<file path="config.mk">
export PLATFORM = sky130hd
export DESIGN_NAME = rte_top
export DESIGN_NICKNAME = d
export VERILOG_FILES = /design/src/core/rte_pkg.sv /design/src/core/rte_bit_timer.sv /design/src/core/rte_top.sv
export SDC_FILE = /design/constraint.sdc
export NUM_CORES = 1
export LEC_CHECK = 0
export ABC_AREA = 1
export BUFFER_PORTS_ARGS = -buffer_cell sky130_fd_sc_hd__buf_2
export CORE_MARGIN = 4
export CORE_UTILIZATION = 50
export DETAILED_ROUTE_END_ITERATION = 6
export PLACE_DENSITY = 0.74
export SYNTH_ARGS = -nofsm -noshare
export SYNTH_HDL_FRONTEND = slang
export SYNTH_HIERARCHICAL = 1
export SYNTH_SLANG_ARGS = --single-unit
</file>
<file path="constraint.sdc">
create_clock -name i_ref_clk -period 3.4 [get_ports i_ref_clk]
set_input_delay 0.68 -clock i_ref_clk [delete_from_list [all_inputs] [get_ports i_ref_clk]]
set_output_delay 0.68 -clock i_ref_clk [all_outputs]
set_load 0.01 [all_outputs]
</file>
<file path="src/core/rte_pkg.sv">
// constants shared by the rs485 automatic transmit-enable block
package rte_pkg;

   localparam int unsigned ADDR_W = 32;
   localparam int unsigned DATA_W = 8;

   localparam logic [ADDR_W-1:0] LINE_MODE_ADDR   = 32'h22C0_0000;
   localparam logic [ADDR_W-1:0] LONG_FRAME_ADDR  = 32'h2300_0000;
   localparam logic [ADDR_W-1:0] BOARD_STAT_ADDR  = 32'h2240_0000;

   localparam logic [DATA_W-1:0] LINE_MODE_RST    = 8'h00;
   localparam logic [DATA_W-1:0] LONG_FRAME_RST   = 8'h00;

   // line mode codes
   localparam logic [2:0] MODE_RS232   = 3'h0;
   localparam logic [2:0] MODE_FULL    = 3'h1;
   localparam logic [2:0] MODE_HALF_96 = 3'h4;
   localparam logic [2:0] MODE_HALF_19 = 3'h5;
   localparam logic [2:0] MODE_HALF_57 = 3'h6;
   localparam logic [2:0] MODE_HALF_115 = 3'h7;

   // field positions
   localparam int unsigned MODE_LSB        = 0;
   localparam int unsigned MODE_MSB        = 2;
   localparam int unsigned LONG_FRAME_BIT  = 0;
   localparam int unsigned STAT_DRIVE_BIT  = 0;
   localparam int unsigned STAT_FITTED_BIT = 1;

   // character lengths in bit times: start + 8 data + stop, one more for parity or second stop
   localparam logic [3:0] CHAR_BITS_STD  = 4'hA;
   localparam logic [3:0] CHAR_BITS_LONG = 4'hB;

   localparam int unsigned CLK_HZ     = 100_000_000;
   localparam int unsigned BAUD_9600  = 9600;
   localparam int unsigned BAUD_19200 = 19200;
   localparam int unsigned BAUD_57600 = 57600;
   localparam int unsigned BAUD_115200 = 115200;

   // bit times in clock cycles, rounded up so the enable never drops early
   localparam int unsigned BIT_CYC_9600   = (CLK_HZ + BAUD_9600 - 1) / BAUD_9600;
   localparam int unsigned BIT_CYC_19200  = (CLK_HZ + BAUD_19200 - 1) / BAUD_19200;
   localparam int unsigned BIT_CYC_57600  = (CLK_HZ + BAUD_57600 - 1) / BAUD_57600;
   localparam int unsigned BIT_CYC_115200 = (CLK_HZ + BAUD_115200 - 1) / BAUD_115200;

   localparam int unsigned CYC_W = 16;

   typedef enum logic [1:0] {
      RTE_LINE_RS232,
      RTE_LINE_FULL,
      RTE_LINE_HALF
   } rte_line_t;

   typedef enum logic {
      RTE_IDLE,
      RTE_DRIVE
   } rte_state_t;

endpackage

</file>
<file path="src/core/rte_bit_timer.sv">
// character timer: counts a number of bit times, each a fixed count of clock cycles
`timescale 1ns/1ps
module rte_bit_timer #(
   parameter int unsigned W = 16
) (
   input  wire logic         i_ref_clk,   // system clock
   input  wire logic         i_rst_n,     // async reset, active low
   input  wire logic         i_start,     // restart a character
   input  wire logic         i_abort,     // stop counting at once
   input  wire logic [W-1:0] i_bit_cyc,   // cycles per bit
   input  wire logic [3:0]   i_nbits,     // bits per character
   output logic              o_busy,      // character in progress
   output logic              o_last_bit,  // final bit of the character
   output logic              o_bit_tick,  // one-cycle pulse at each bit end
   output logic              o_done       // one-cycle pulse at character end
);

   logic [W-1:0] cyc_reg;
   logic [W-1:0] bit_cyc_reg;
   logic [3:0]   bits_reg;
   logic         busy_reg;

   if (W < 2)
   begin
      $error("rte_bit_timer: W too small");
   end

   // start wins over the running count so back-to-back characters chain cleanly
   always_ff @(posedge i_ref_clk or negedge i_rst_n)
   begin
      if (!i_rst_n)
      begin
         cyc_reg     <= '0;
         bit_cyc_reg <= '0;
         bits_reg    <= 4'h0;
         busy_reg    <= 1'b0;
      end
      else if (i_abort)
      begin
         busy_reg <= 1'b0;
      end
      else if (i_start)
      begin
         bit_cyc_reg <= i_bit_cyc;
         cyc_reg     <= i_bit_cyc - 1'b1;
         bits_reg    <= i_nbits - 4'h1;
         busy_reg    <= 1'b1;
      end
      else if (busy_reg)
      begin
         if (cyc_reg == '0)
         begin
            if (bits_reg == 4'h0)
               busy_reg <= 1'b0;
            else
            begin
               bits_reg <= bits_reg - 4'h1;
               cyc_reg  <= bit_cyc_reg - 1'b1;
            end
         end
         else
            cyc_reg <= cyc_reg - 1'b1;
      end
   end

   assign o_busy     = busy_reg;
   assign o_last_bit = busy_reg && (bits_reg == 4'h0);
   assign o_bit_tick = busy_reg && !i_start && !i_abort && (cyc_reg == '0);
   assign o_done     = o_bit_tick && (bits_reg == 4'h0);

endmodule

</file>
<file path="src/core/rte_top.sv">
// mode control and automatic transmit enable for the second serial port
//
// Behaviour
// - half duplex transmit enable switched by hardware
// - driver on while sending, receiver after end
// - line mode register resets to RS-232
// - mode one keeps driver always on
// - four to seven half duplex; two, three reserved
// - half duplex codes map to four baud rates
// - long frame register adds one bit time
// - status bit one shows option fitted
`timescale 1ns/1ps
module rte_top
   import rte_pkg::*;
#(
   parameter int unsigned P_BIT_CYC_9600   = rte_pkg::BIT_CYC_9600,
   parameter int unsigned P_BIT_CYC_19200  = rte_pkg::BIT_CYC_19200,
   parameter int unsigned P_BIT_CYC_57600  = rte_pkg::BIT_CYC_57600,
   parameter int unsigned P_BIT_CYC_115200 = rte_pkg::BIT_CYC_115200
) (
   input  wire logic                       i_ref_clk,      // system clock, 100 MHz
   input  wire logic                       i_rst_n,        // async reset, active low
   input  wire logic [rte_pkg::ADDR_W-1:0] i_addr,         // register address
   input  wire logic [rte_pkg::DATA_W-1:0] i_wr_data,      // register write data
   input  wire logic                       i_wr,           // write strobe
   input  wire logic                       i_rd,           // read strobe
   output logic      [rte_pkg::DATA_W-1:0] o_rd_data,      // read data, cycle after strobe
   input  wire logic                       i_opt_fitted,   // rs485 option fitted strap
   input  wire logic                       i_uart_txd,     // serial data from uart transmitter
   output logic                            o_line_txd,     // serial data to the transceiver
   output logic                            o_drv_en,       // transceiver driver enable
   output logic                            o_rcv_en_n,     // transceiver receiver enable, low active
   output logic                            o_rs232_sel     // route port to the rs232 pins
);

   localparam int unsigned MAX_CYC = (1 << CYC_W) - 1;

   // bit times must fit the timer counter, refused at elaboration
   if (P_BIT_CYC_9600 < 1 || P_BIT_CYC_9600 > MAX_CYC)
   begin
      $error("rte_top: P_BIT_CYC_9600 out of range");
   end

   if (P_BIT_CYC_19200 < 1 || P_BIT_CYC_19200 > MAX_CYC)
   begin
      $error("rte_top: P_BIT_CYC_19200 out of range");
   end

   if (P_BIT_CYC_57600 < 1 || P_BIT_CYC_57600 > MAX_CYC)
   begin
      $error("rte_top: P_BIT_CYC_57600 out of range");
   end

   if (P_BIT_CYC_115200 < 1 || P_BIT_CYC_115200 > MAX_CYC)
   begin
      $error("rte_top: P_BIT_CYC_115200 out of range");
   end

   localparam logic [CYC_W-1:0] CYC_96  = CYC_W'(P_BIT_CYC_9600);
   localparam logic [CYC_W-1:0] CYC_19  = CYC_W'(P_BIT_CYC_19200);
   localparam logic [CYC_W-1:0] CYC_57  = CYC_W'(P_BIT_CYC_57600);
   localparam logic [CYC_W-1:0] CYC_115 = CYC_W'(P_BIT_CYC_115200);

   // decode of the three mode bits; reserved codes fall back to the quiet rs232 setting
   function automatic rte_line_t line_of(input logic [2:0] code);
      rte_line_t l;
      l = RTE_LINE_RS232;
      if (code == MODE_FULL)
         l = RTE_LINE_FULL;
      else if (code[2])
         l = RTE_LINE_HALF;
      return l;
   endfunction

   // exact match of the full byte address, so no alias can reach the mode bits
   function automatic logic addr_is(input logic [ADDR_W-1:0] a, input logic [ADDR_W-1:0] want);
      return (a == want);
   endfunction

   // status word: option strap in bit one, live driver state in bit zero
   function automatic logic [DATA_W-1:0] status_word(input logic fitted, input logic drive);
      logic [DATA_W-1:0] w;
      w                  = '0;
      w[STAT_FITTED_BIT] = fitted;
      w[STAT_DRIVE_BIT]  = drive;
      return w;
   endfunction

   logic [DATA_W-1:0] line_mode_reg;
   logic [DATA_W-1:0] long_frame_reg;
   logic              fitted_reg;
   logic [DATA_W-1:0] rd_data_reg;
   logic [DATA_W-1:0] rd_data_next;
   logic              txd_d_reg;
   logic              line_txd_reg;
   logic              drv_en_reg;
   logic              drv_en_next;
   logic              rcv_en_n_reg;
   logic              rs232_sel_reg;
   rte_state_t        state_reg;
   rte_state_t        state_next;

   logic [2:0]        mode_code;
   rte_line_t         line_mode;
   logic              half_mode;
   logic [CYC_W-1:0]  bit_cyc;
   logic [3:0]        char_bits;
   logic              txd_fall;
   logic              char_start;
   logic              t_busy;
   logic              t_last_bit;
   logic              t_done;
   logic              abort;

   assign mode_code = line_mode_reg[MODE_MSB:MODE_LSB];
   assign line_mode = line_of(mode_code);
   assign half_mode = (line_mode == RTE_LINE_HALF);

   // register writes; software is expected to set these once before traffic starts
   always_ff @(posedge i_ref_clk or negedge i_rst_n)
   begin
      if (!i_rst_n)
         line_mode_reg <= LINE_MODE_RST;
      else if (i_wr && addr_is(i_addr, LINE_MODE_ADDR))
         line_mode_reg <= i_wr_data;
   end

   always_ff @(posedge i_ref_clk or negedge i_rst_n)
   begin
      if (!i_rst_n)
         long_frame_reg <= LONG_FRAME_RST;
      else if (i_wr && addr_is(i_addr, LONG_FRAME_ADDR))
         long_frame_reg <= i_wr_data;
   end

   // strap is caught by a clocked flop, never by the reset itself
   always_ff @(posedge i_ref_clk or negedge i_rst_n)
   begin
      if (!i_rst_n)
         fitted_reg <= 1'b0;
      else
         fitted_reg <= i_opt_fitted;
   end

   // read data stand only in the cycle after the strobe; unmapped reads give zero
   always_comb
   begin
      rd_data_next = '0;
      if (i_rd)
      begin
         unique case (i_addr)
            LINE_MODE_ADDR:
               rd_data_next = line_mode_reg;
            LONG_FRAME_ADDR:
               rd_data_next = long_frame_reg;
            BOARD_STAT_ADDR:
               rd_data_next = status_word(fitted_reg, drv_en_reg);
            default:
               rd_data_next = '0;
         endcase
      end
   end

   always_ff @(posedge i_ref_clk or negedge i_rst_n)
   begin
      if (!i_rst_n)
         rd_data_reg <= '0;
      else
         rd_data_reg <= rd_data_next;
   end

   // baud rate and character length chosen by the two mode registers
   always_comb
   begin
      bit_cyc = CYC_115;
      unique case (mode_code)
         MODE_HALF_96:
            bit_cyc = CYC_96;
         MODE_HALF_19:
            bit_cyc = CYC_19;
         MODE_HALF_57:
            bit_cyc = CYC_57;
         default:
            bit_cyc = CYC_115;
      endcase
   end

   assign char_bits = long_frame_reg[LONG_FRAME_BIT] ? CHAR_BITS_LONG : CHAR_BITS_STD;

   // start bit seen as a falling txd; inside a character only the stop bit may
   // carry the next start, so data bits never restart the count
   always_ff @(posedge i_ref_clk or negedge i_rst_n)
   begin
      if (!i_rst_n)
         txd_d_reg <= 1'b1;
      else
         txd_d_reg <= i_uart_txd;
   end

   assign txd_fall   = txd_d_reg && !i_uart_txd;
   assign char_start = half_mode && txd_fall && (!t_busy || t_last_bit);
   assign abort      = !half_mode;

   // leaving half duplex aborts a character so the pair is freed at once
   rte_bit_timer #(
      .W (CYC_W)
   ) u_timer (
      .i_ref_clk  (i_ref_clk),
      .i_rst_n    (i_rst_n),
      .i_start    (char_start),
      .i_abort    (abort),
      .i_bit_cyc  (bit_cyc),
      .i_nbits    (char_bits),
      .o_busy     (t_busy),
      .o_last_bit (t_last_bit),
      .o_bit_tick (),
      .o_done     (t_done)
   );

   // half duplex drive state
   always_comb
   begin
      state_next = state_reg;
      unique case (state_reg)
         RTE_IDLE:
            if (char_start)
               state_next = RTE_DRIVE;
         RTE_DRIVE:
            if (abort)
               state_next = RTE_IDLE;
            else if (t_done && !char_start)
               state_next = RTE_IDLE;
      endcase
   end

   always_ff @(posedge i_ref_clk or negedge i_rst_n)
   begin
      if (!i_rst_n)
         state_reg <= RTE_IDLE;
      else
         state_reg <= state_next;
   end

   // full duplex keeps the driver on; rs232 and reserved codes leave it off
   always_comb
   begin
      drv_en_next = 1'b0;
      unique case (line_mode)
         RTE_LINE_FULL:
            drv_en_next = 1'b1;
         RTE_LINE_HALF:
            drv_en_next = (state_next == RTE_DRIVE);
         default:
            drv_en_next = 1'b0;
      endcase
   end

   // data and enable are both one flop behind txd so they stay aligned on the line
   always_ff @(posedge i_ref_clk or negedge i_rst_n)
   begin
      if (!i_rst_n)
         drv_en_reg <= 1'b0;
      else
         drv_en_reg <= drv_en_next;
   end

   // receiver is parked in rs232 mode and while a half duplex driver owns the pair
   always_ff @(posedge i_ref_clk or negedge i_rst_n)
   begin
      if (!i_rst_n)
         rcv_en_n_reg <= 1'b1;
      else
         rcv_en_n_reg <= (line_mode == RTE_LINE_RS232) || (half_mode && drv_en_next);
   end

   always_ff @(posedge i_ref_clk or negedge i_rst_n)
   begin
      if (!i_rst_n)
         line_txd_reg <= 1'b1;
      else
         line_txd_reg <= i_uart_txd;
   end

   // routing follows the decoded mode, so reserved codes land on rs232 too
   always_ff @(posedge i_ref_clk or negedge i_rst_n)
   begin
      if (!i_rst_n)
         rs232_sel_reg <= 1'b1;
      else
         rs232_sel_reg <= (line_mode == RTE_LINE_RS232);
   end

   assign o_rd_data   = rd_data_reg;
   assign o_line_txd  = line_txd_reg;
   assign o_drv_en    = drv_en_reg;
   assign o_rcv_en_n  = rcv_en_n_reg;
   assign o_rs232_sel = rs232_sel_reg;

endmodule

</file>
# Word-level counts from Yosys, hierarchy flattened
# Index checks and enable logic that the tools add are counted.
# Widths: inputs -> output; s select.
# word_totals
register_bits	67
input_bits	46
output_inout_bits	12
word_cells	79
# classes
n_addsub	5
n_eq_ne	11
n_mux	24
n_bitwise	1
n_reduce_logical	25
# ops
op	count
$eq 32x30->1 const B	3
$mux 16	4
$pmux 14 s3	1
$sub 16x1->16 const B	2
$pmux 8 s3	1
$logic_not 16->1	1
$mux 4	4
$sub 14x1->15 const B	1
$logic_and 1x1->1	12
$eq 3x3->1 const B	3
$mux 1	9
$mux 8	1
$sub 4x1->4 const B	2
$logic_not 4->1	1
$mux 2	2
$pmux 1 s2	2
$reduce_and 4->1	1
$reduce_bool 2->1	2
$eq 3x1->1 const B	1
$logic_not 1->1	3
$ne 3x2->1 const B	1
$reduce_and 3->1	1
$eq 2x1->1 const B	1
$eq 2x2->1 const B	1
other kinds (5)	6

# Longest topological paths before layout
# Gate-level depths: netlist (run 1).
# logic_depth
word_depth	17
ltp_mapped	20
depth_no_buf	18

# Cells and area by module
# The synthesis (run 1) kept the hierarchy.
# modules_own_cells
mod	instances	cells_per_inst	area_each_um2
rte_bit_timer	1	367	2488.6
rte_top	1	214	1660.3

# Least setup slack after synthesis (run 1)
# No wires, ideal clock.
# synth_path
path_kind	input -> register
start	in i_uart_txd
end	reg u_timer.cyc_reg[14]
setup_time_ns	0.117
arrival_ns	2.345
required_time_ns	3.283
path_slack_ns	0.939
path_stages	17
cell_sequence	nor3b_1 -> o21ai_0 -> inv_1 -> buf_4 -> inv_2 -> or2_2 -> nand3_2 -> ha_1 -> inv_1 -> nor2_1 -> nand2_1 -> nor2_1 -> nand2_1 -> nand2_1 -> nand2_1 -> nand2_1 -> nand2_1
# synth_between
elab_chain_cells	6
word_cells_on_any_way	8
# synth_lines
item	line_no	text
start, declared	rte_top.sv:29	input wire logic i_uart_txd,
$logic_not 1->1 *	rte_top.sv:200	assign txd_fall = txd_d_reg && !i_uart_txd;
$logic_and 1x1->1 *	rte_top.sv:200	
$logic_and 1x1->1 * (2 in series)	rte_top.sv:201	assign char_start = half_mode && txd_fall && (!t_busy || t_last_bit);
named net char_start	rte_top.sv:109	logic char_start;
$ne 3x2->1 (no line) or $reduce_bool 2->1 (tied branches)	-	
$reduce_and 3->1 (no line)	-	
end signal, assigned	rte_bit_timer.sv:45	cyc_reg <= i_bit_cyc - 1'b1;
end signal, assigned	rte_bit_timer.sv:58	cyc_reg <= bit_cyc_reg - 1'b1;
end signal, assigned	rte_bit_timer.sv:62	cyc_reg <= cyc_reg - 1'b1;
end, declared	rte_bit_timer.sv:18	logic [W-1:0] cyc_reg;
# Mark *: on every way through the listed nets, which the timed path passes. The rest lies on a longest branch.
# A chain may end at the register's enable or synchronous reset.

# Worst setup path after layout (run 1)
# layout_path
start	reg line_mode_reg[2]
end	reg u_timer.cyc_reg[15]
# layout_between
elab_chain_cells	7
word_cells_on_any_way	15
# layout_lines
item	line_no	text
start, declared	rte_top.sv:89	logic [DATA_W-1:0] line_mode_reg;
start signal, assigned	rte_top.sv:125	line_mode_reg <= i_wr_data;
$eq 3x1->1 or $mux 2 (tied branches)	rte_top.sv:68, rte_top.sv:70	
$mux 2 *	rte_top.sv:68	if (code == MODE_FULL)
$eq 2x2->1 *	rte_top.sv:117	assign half_mode = (line_mode == RTE_LINE_HALF);
$logic_and 1x1->1 * (2 in series)	rte_top.sv:201	
named net char_start	rte_top.sv:109	
$ne 3x2->1 (no line) or $reduce_bool 2->1 (tied branches)	-	
$reduce_and 3->1 (no line)	-	
# Marked as above.

==> results of run 1 <==
[metal layers]
metal | GRT usage [%] | routed length (um)
met1 | 28.21 | 4451
met5 | 0 | 0
met2 | 36.16 | 4754
met4 | 7.248 | 120
met3 | 4.388 | 575
[power breakdown]
part	switching, mW	internal, mW	total, mW
registers	0.000592	0.798	0.799
clock network	0.316	0.307	0.623
logic	0.0379	0.0262	0.0641
[per-stage QoR]
stage	cell area, um2	worst slack, ns
2_1_floorplan	4175	0.9386
3_5_place_dp	4533	0.5843
3_3_place_gp	4533	0.6934
6_report	4721	0.6321
4_1_cts	4721	0.6511
5_1_grt	4721	0.1998
[critical path, cell delays in order, from the launching register on]
cell	delay (ns)
dfrtp_1	0.46
clkinv_1	0.27
nor3b_1	0.24
o21ai_0	0.14
inv_1	0.11
inv_2	0.07
buf_4	0.23
nand3_1	0.13
nand3_1	0.20
nor2_2	0.21
nand2_1	0.13
nor2_4	0.20
nand3_1	0.11
nand3_1	0.09
nand2_1	0.05
[cell type report]
type | count | area (um2)
flip-flops and latches | 67 | 1680
fillers | 725 | 3167
clock inverters | 5 | 36.28
inverters | 77 | 289.0
multi-input cells | 427 | 2076
clock buffers | 11 | 151.4
repair buffers | 67 | 360.3
well taps | 102 | 127.6
[worst min-delay path by stage]
stage	cells past startpoint	start	endpoint
after floorplan	0	i_rst_n	fitted_reg
after detailed placement	2	u_timer/bit_cyc_reg[15]	u_timer/bit_cyc_reg[15]
final	1	i_rst_n	line_mode_reg[3]
after global routing	1	i_rst_n	line_mode_reg[3]
after CTS	1	i_rst_n	line_mode_reg[3]
after global placement	2	u_timer/bit_cyc_reg[7]	u_timer/bit_cyc_reg[7]
==> results.md, run 1 <==
- Post-Place Cells: 740
- Layout Utilization: 59.85%
- Fraction of layout cells with a size suffix above 1: 20.95%
- Die width: 99.05 um
- Clk_skew: 0.009670 ns
- Max-slew violations: 0
- RSZ-0062 raised after global routing: false
- Required time worst endpoint: 3.63 ns
- CP endpoint: u_timer/cyc_reg[15]
- Most common cell after layout, fill and taps aside: nand2_1
- Run status: complete, no violations
- Htree depth: 3
- Largest net degree at the start of global routing: 30
- R2r worst-path depth: 14
- Clock Tree Buf Depth: 2
- Drt drc: 0
- Max-cap viol count: 0
- Aggregate global routing overflow: 0
- Reg2reg start: line_mode_reg[2]
- Hpwl dp: 7.456 mm
- DIE AREA: 9811 um2
- Cell Area, Synth: 4145 um2
- FMAX: 0.3613 GHz
- Die height: 99.05 um
- Inserted Diodes: 0
- Clock tree root driver cell: clkbuf_8
- Crit Path Category: flip-flop to flip-flop
- Iter 0 DRT Violations: 243
- Syn Area/Cell: 7.147 um2
- GR Util All Layers: 21.71%
- Worst Max-Slew Pin Slew: 0.5376 ns
- Arr. time, crit path: 3.00 ns
- Clock Pin Slew Worst Setup and Hold Paths: 0.08 ns
- Routed len/inst: 13.10 um
- HP Class: input port to async pin
- Most frequent cells in the layout: 189 x nand2_1, 73 x inv_1, 69 x nor2_1
- CP Max Fanout: 25
- TritonCTS clock tree: done
- Post-route ant nets: 0
- WHS: 0.2815 ns
- Ports: 58
- First-pass GRT wire length: 17.36 mm
- Period utilization: 81.41%
- Syn Inst Count: 580
- Leakage: 2.576 nW
- Row cnt: 32
- Final Non-Filler Cells: 756
- Area grow syn2layout: 13.88%
- Port bufs: 57
- CTS Sinks: 67
- Accumulated negative setup slack: 0 ns
- Final number of hold-violating endpoints: 0
- Pwr Total: 1.486 mW
- Antenna violations before repair: 0
- DR pass1 iterations: 5
- Max_slew headroom: 64.07%
- Clock Latency Late Sink: 0.35 ns
- Post-CTS Hold Fix Bufs: 0
- CTS buffer count: 9
- R2r setup slk: 0.63 ns
- Vias: 3847
- Final Critical Period: 2.768 ns
- CP startpoint: line_mode_reg[2]
- Postcts setup bufs: 0
- Starting Density: 52.55%
- Startpoint Class: flip-flop
- Final Wtd Congestion: 0.9143
- Reg2reg end: u_timer/cyc_reg[15]
- Pwr Density: 314.7 nW/um2
- Finish-stage setup viols: 0
- Nets: 697
- Via-per-instance ratio: 5.089
- Final wirelength: 9.902 mm
- Post-CTS sizing: 0
- Ys Warns: 6
- Core Region: 7888 um2
- Peak supply drop: 0.0001679 V
- Worst Setup End Kind: flip-flop
- Number of global-route vias before repair: 3875
Power figures use the tool's default switching activity.
==> inputs of run 2 (changes only) <==
==> constraint.sdc (replaced) <==
create_clock -name i_ref_clk -period 2.9 [get_ports i_ref_clk]
set_input_delay 0.58 -clock i_ref_clk [delete_from_list [all_inputs] [get_ports i_ref_clk]]
set_output_delay 0.58 -clock i_ref_clk [all_outputs]
set_load 0.01 [all_outputs]
==> run 2 against run 1 <==
Combinational power rose by 19%. Global-route usage rose by 0.11 points. Register-to-register slack got worse by 0.31 ns. Clock skew barely moved. Clock-buffer cell count rose by 1. Cell area rose by 0.74%. Utilization rose by 0.44 points. Non-clock buffer count rose by 2. Clock power rose by 21%. Total power rose by 19%. Via count fell by 0.34%.
==> results.md, run 2 (same netlist as run 1, synthesis figures left out) <==
- DIE AREA: 9811 um2 (unchanged)
- Peak supply drop: 0.0002190 V (+30%)
- Leakage: 2.583 nW (+0.26%)
- Clock Tree Buf Depth: 2 (unchanged)
- Largest net degree at the start of global routing: 41 (+37%)
- Final Wtd Congestion: 0.9584 (+4.8%)
- Max-slew violations: 0 (unchanged)
- Max-cap viol count: 0 (unchanged)
- Startpoint Class: flip-flop
- Period utilization: 88.83% (+7.4 points)
- Net Sw Frac: 22.79% (-1.1 points)
- Final wirelength: 10.05 mm (+1.5%)
- Vias: 3834 (-0.34%)
- Clk_skew: 0.009461 ns (-0.0002095 ns)
- RSZ-0062 raised after global routing: false
- Final Cell Area: 4756 um2 (+0.74%)
- Finish-stage setup viols: 0 (unchanged)
- Die height: 99.05 um (unchanged)
- Clock Pin Slew Worst Setup and Hold Paths: 0.07 ns (about the same)
- Drt drc: 0 (unchanged)
- Crit path top cell by count: nand3_1
- Hpwl dp: 7.720 mm (+3.5%)
- Ports: 58 (unchanged)
- Worst Setup End Kind: flip-flop
- Starting Density: 52.55% (unchanged)
- DR pass1 iterations: 5 (unchanged)
- Final Critical Period: 2.576 ns (-0.1919 ns)
- First-pass GRT wire length: 17.26 mm (-0.56%)
- Clk pwr share: 42.8% (+0.9 points)
- CTS buffer count: 9 (unchanged)
- Run status: complete, no violations
- Max_slew headroom: 53.73% (-10 points)
- Antenna violations before repair: 0 (unchanged)
- Post-route ant nets: 0 (unchanged)
- Most frequent cells in the layout: 189 x nand2_1, 73 x inv_1, 68 x nor2_1
- Post-CTS Hold Fix Bufs: 0 (unchanged)
- Critical Path Max Stage Delay: 0.40 ns (-0.06 ns)
- Crit Path Category: flip-flop to flip-flop
- Setup ws final: 0.3241 ns (-0.3081 ns)
- Worst Max-Slew Pin Slew: 0.6940 ns (+0.1564 ns)
- Most common cell after layout, fill and taps aside: nand2_1
- Core Region: 7888 um2 (unchanged)
- Via-per-instance ratio: 5.058 (-0.60%)
- Area grow syn2layout: 14.73%
- Pint: 1.366 mW (+21%)
- Die width: 99.05 um (unchanged)
- Port bufs: 57 (unchanged)
- Inserted Diodes: 0 (unchanged)
- Required time worst endpoint: 3.14 ns (-0.49 ns)
- Clock tree root driver cell: clkbuf_8
- Postcts setup bufs: 0 (unchanged)
- Filler cell count: 744 (+2.6%)
- Psw: 403.1 uW (+14%)
- Accumulated negative setup slack: 0 ns (unchanged)
- R2r setup slk: 0.32 ns (-0.31 ns)
- Routed len/inst: 13.26 um (+1.3%)
- Worst path cell trace: nor4_2 > inv_1 > nor2_1 > o21ai_0 > inv_1 > inv_2 > buf_4 > nand4_1 > nand3_1 > nor2_2 > nand2_1 > nor2_4 > nand3_1 > nand3_1 > nand2_1
- Comb power frac: 4.3% (about the same)
- TritonCTS clock tree: done
- HP Class: input port to async pin
- Aggregate global routing overflow: 0 (unchanged)
- Final number of hold-violating endpoints: 0 (unchanged)
- CP Max Fanout: 28 (+12%)
- Sequential Power Share: 52.9% (-0.9 points)
- Instance area at placement: 4561 um2 (+0.61%)
- Fraction of layout cells with a size suffix above 1: 21.04% (+0.089 points)
- Critical-path top delay cell: dfrtp_1
- Iter 0 DRT Violations: 203 (-16%)
- Pre-CTS WS: 0.2711 ns (-0.3132 ns)
- CTS Sinks: 67 (unchanged)
- Arr. time, crit path: 2.81 ns (-0.19 ns)
- FMAX: 0.3882 GHz (+7.5%)
- Nets: 699 (+0.29%)
- Number of global-route vias before repair: 3763 (-2.9%)
- GR Util All Layers: 21.82% (+0.11 points)
- Clock Latency Late Sink: 0.35 ns (about the same)
- Htree depth: 3 (unchanged)
- Pwr Density: 372.0 nW/um2 (+18%)
- Row cnt: 32 (unchanged)
==> run 2: changes by cell type in the layout (fill, tap and decap cells not counted), sizes merged <==
cell / change
clkinv: -2
inv: -1
clkbuf: +1
bufinv: +1
buf: +2
clkinvlp: +1
==> run 2: path summary, 6_finish.rpt <==
kind | from | endpoint | cells after the start
max reg2reg | u_timer/bits_reg[1] | u_timer/cyc_reg[15] | 15
max | u_timer/bits_reg[1] | u_timer/cyc_reg[15] | 15
min | i_rst_n | fitted_reg | 1
min in group i_ref_clk | i_opt_fitted | fitted_reg | 1
min reg2reg | u_timer/bit_cyc_reg[12] | u_timer/bit_cyc_reg[12] | 2
max in group asynchronous | i_rst_n | o_rcv_en_n | 2
==> run 2: per-stage QoR <==
stage	total power, mW	cells	hold slack [ns]	util (%)
2_1_floorplan	0.9748	588	0.2844	-
3_3_place_gp	1.030	742	0.4628	57.82
3_5_place_dp	1.033	742	0.4661	57.82
4_1_cts	1.783	758	0.2970	60.18
5_1_grt	1.839	758	0.3113	60.30
6_report	1.769	758	0.2774	60.30
==> run 2: layout make-up <==
class | instances | area (um2) | area share, %
multi-input cells | 427 | 2085 | 43.83
flip-flops and latches | 67 | 1680 | 35.33
repair buffers | 69 | 387.9 | 8.156
inverters | 77 | 289.0 | 6.077
clock buffers | 12 | 135.1 | 2.841
well taps | 102 | 127.6 | 2.683
clock inverters | 4 | 51.30 | 1.079
==> run 2: power by group through the flow <==
stage,sequential [mW],clock [mW],combinational [mW]
2_1_floorplan,0.955,0,0.0198
3_3_place_gp,0.954,0,0.0755
3_5_place_dp,0.954,0,0.0786
4_1_cts,0.936,0.767,0.0788
5_1_grt,0.936,0.813,0.0901
6_report,0.936,0.756,0.0761
==> run 2: worst max-delay path: cells and delay by family, from the launching register on <==
kind / cells / cell delay (ns)
and+or+nand+nor: 10 / 1.49
buffers and inverters: 4 / 0.47
DFF: 1 / 0.40
AOI/OAI and AO/OA: 1 / 0.09
==> run 2: repair_timing <==
action | CTS | global route
endpoints found under the setup margin | 0 | 9
hold endpoints to repair | 0 | 0
resized for setup | 0 | 2
==> run 2: metal layers <==
| layer | GRT usage [%] | part of all wire, % | up-vias | wire, um |
|---|---|---|---|---|
| li1 | - | - | 1937 | - |
| met3 | 4.388 | 5.5 | 20 | 551 |
| met2 | 35.95 | 48 | 116 | 4842 |
| met5 | 0 | 0 | - | 0 |
| met4 | 7.878 | 2.2 | 0 | 221 |
| met1 | 28.45 | 44 | 1761 | 4438 |
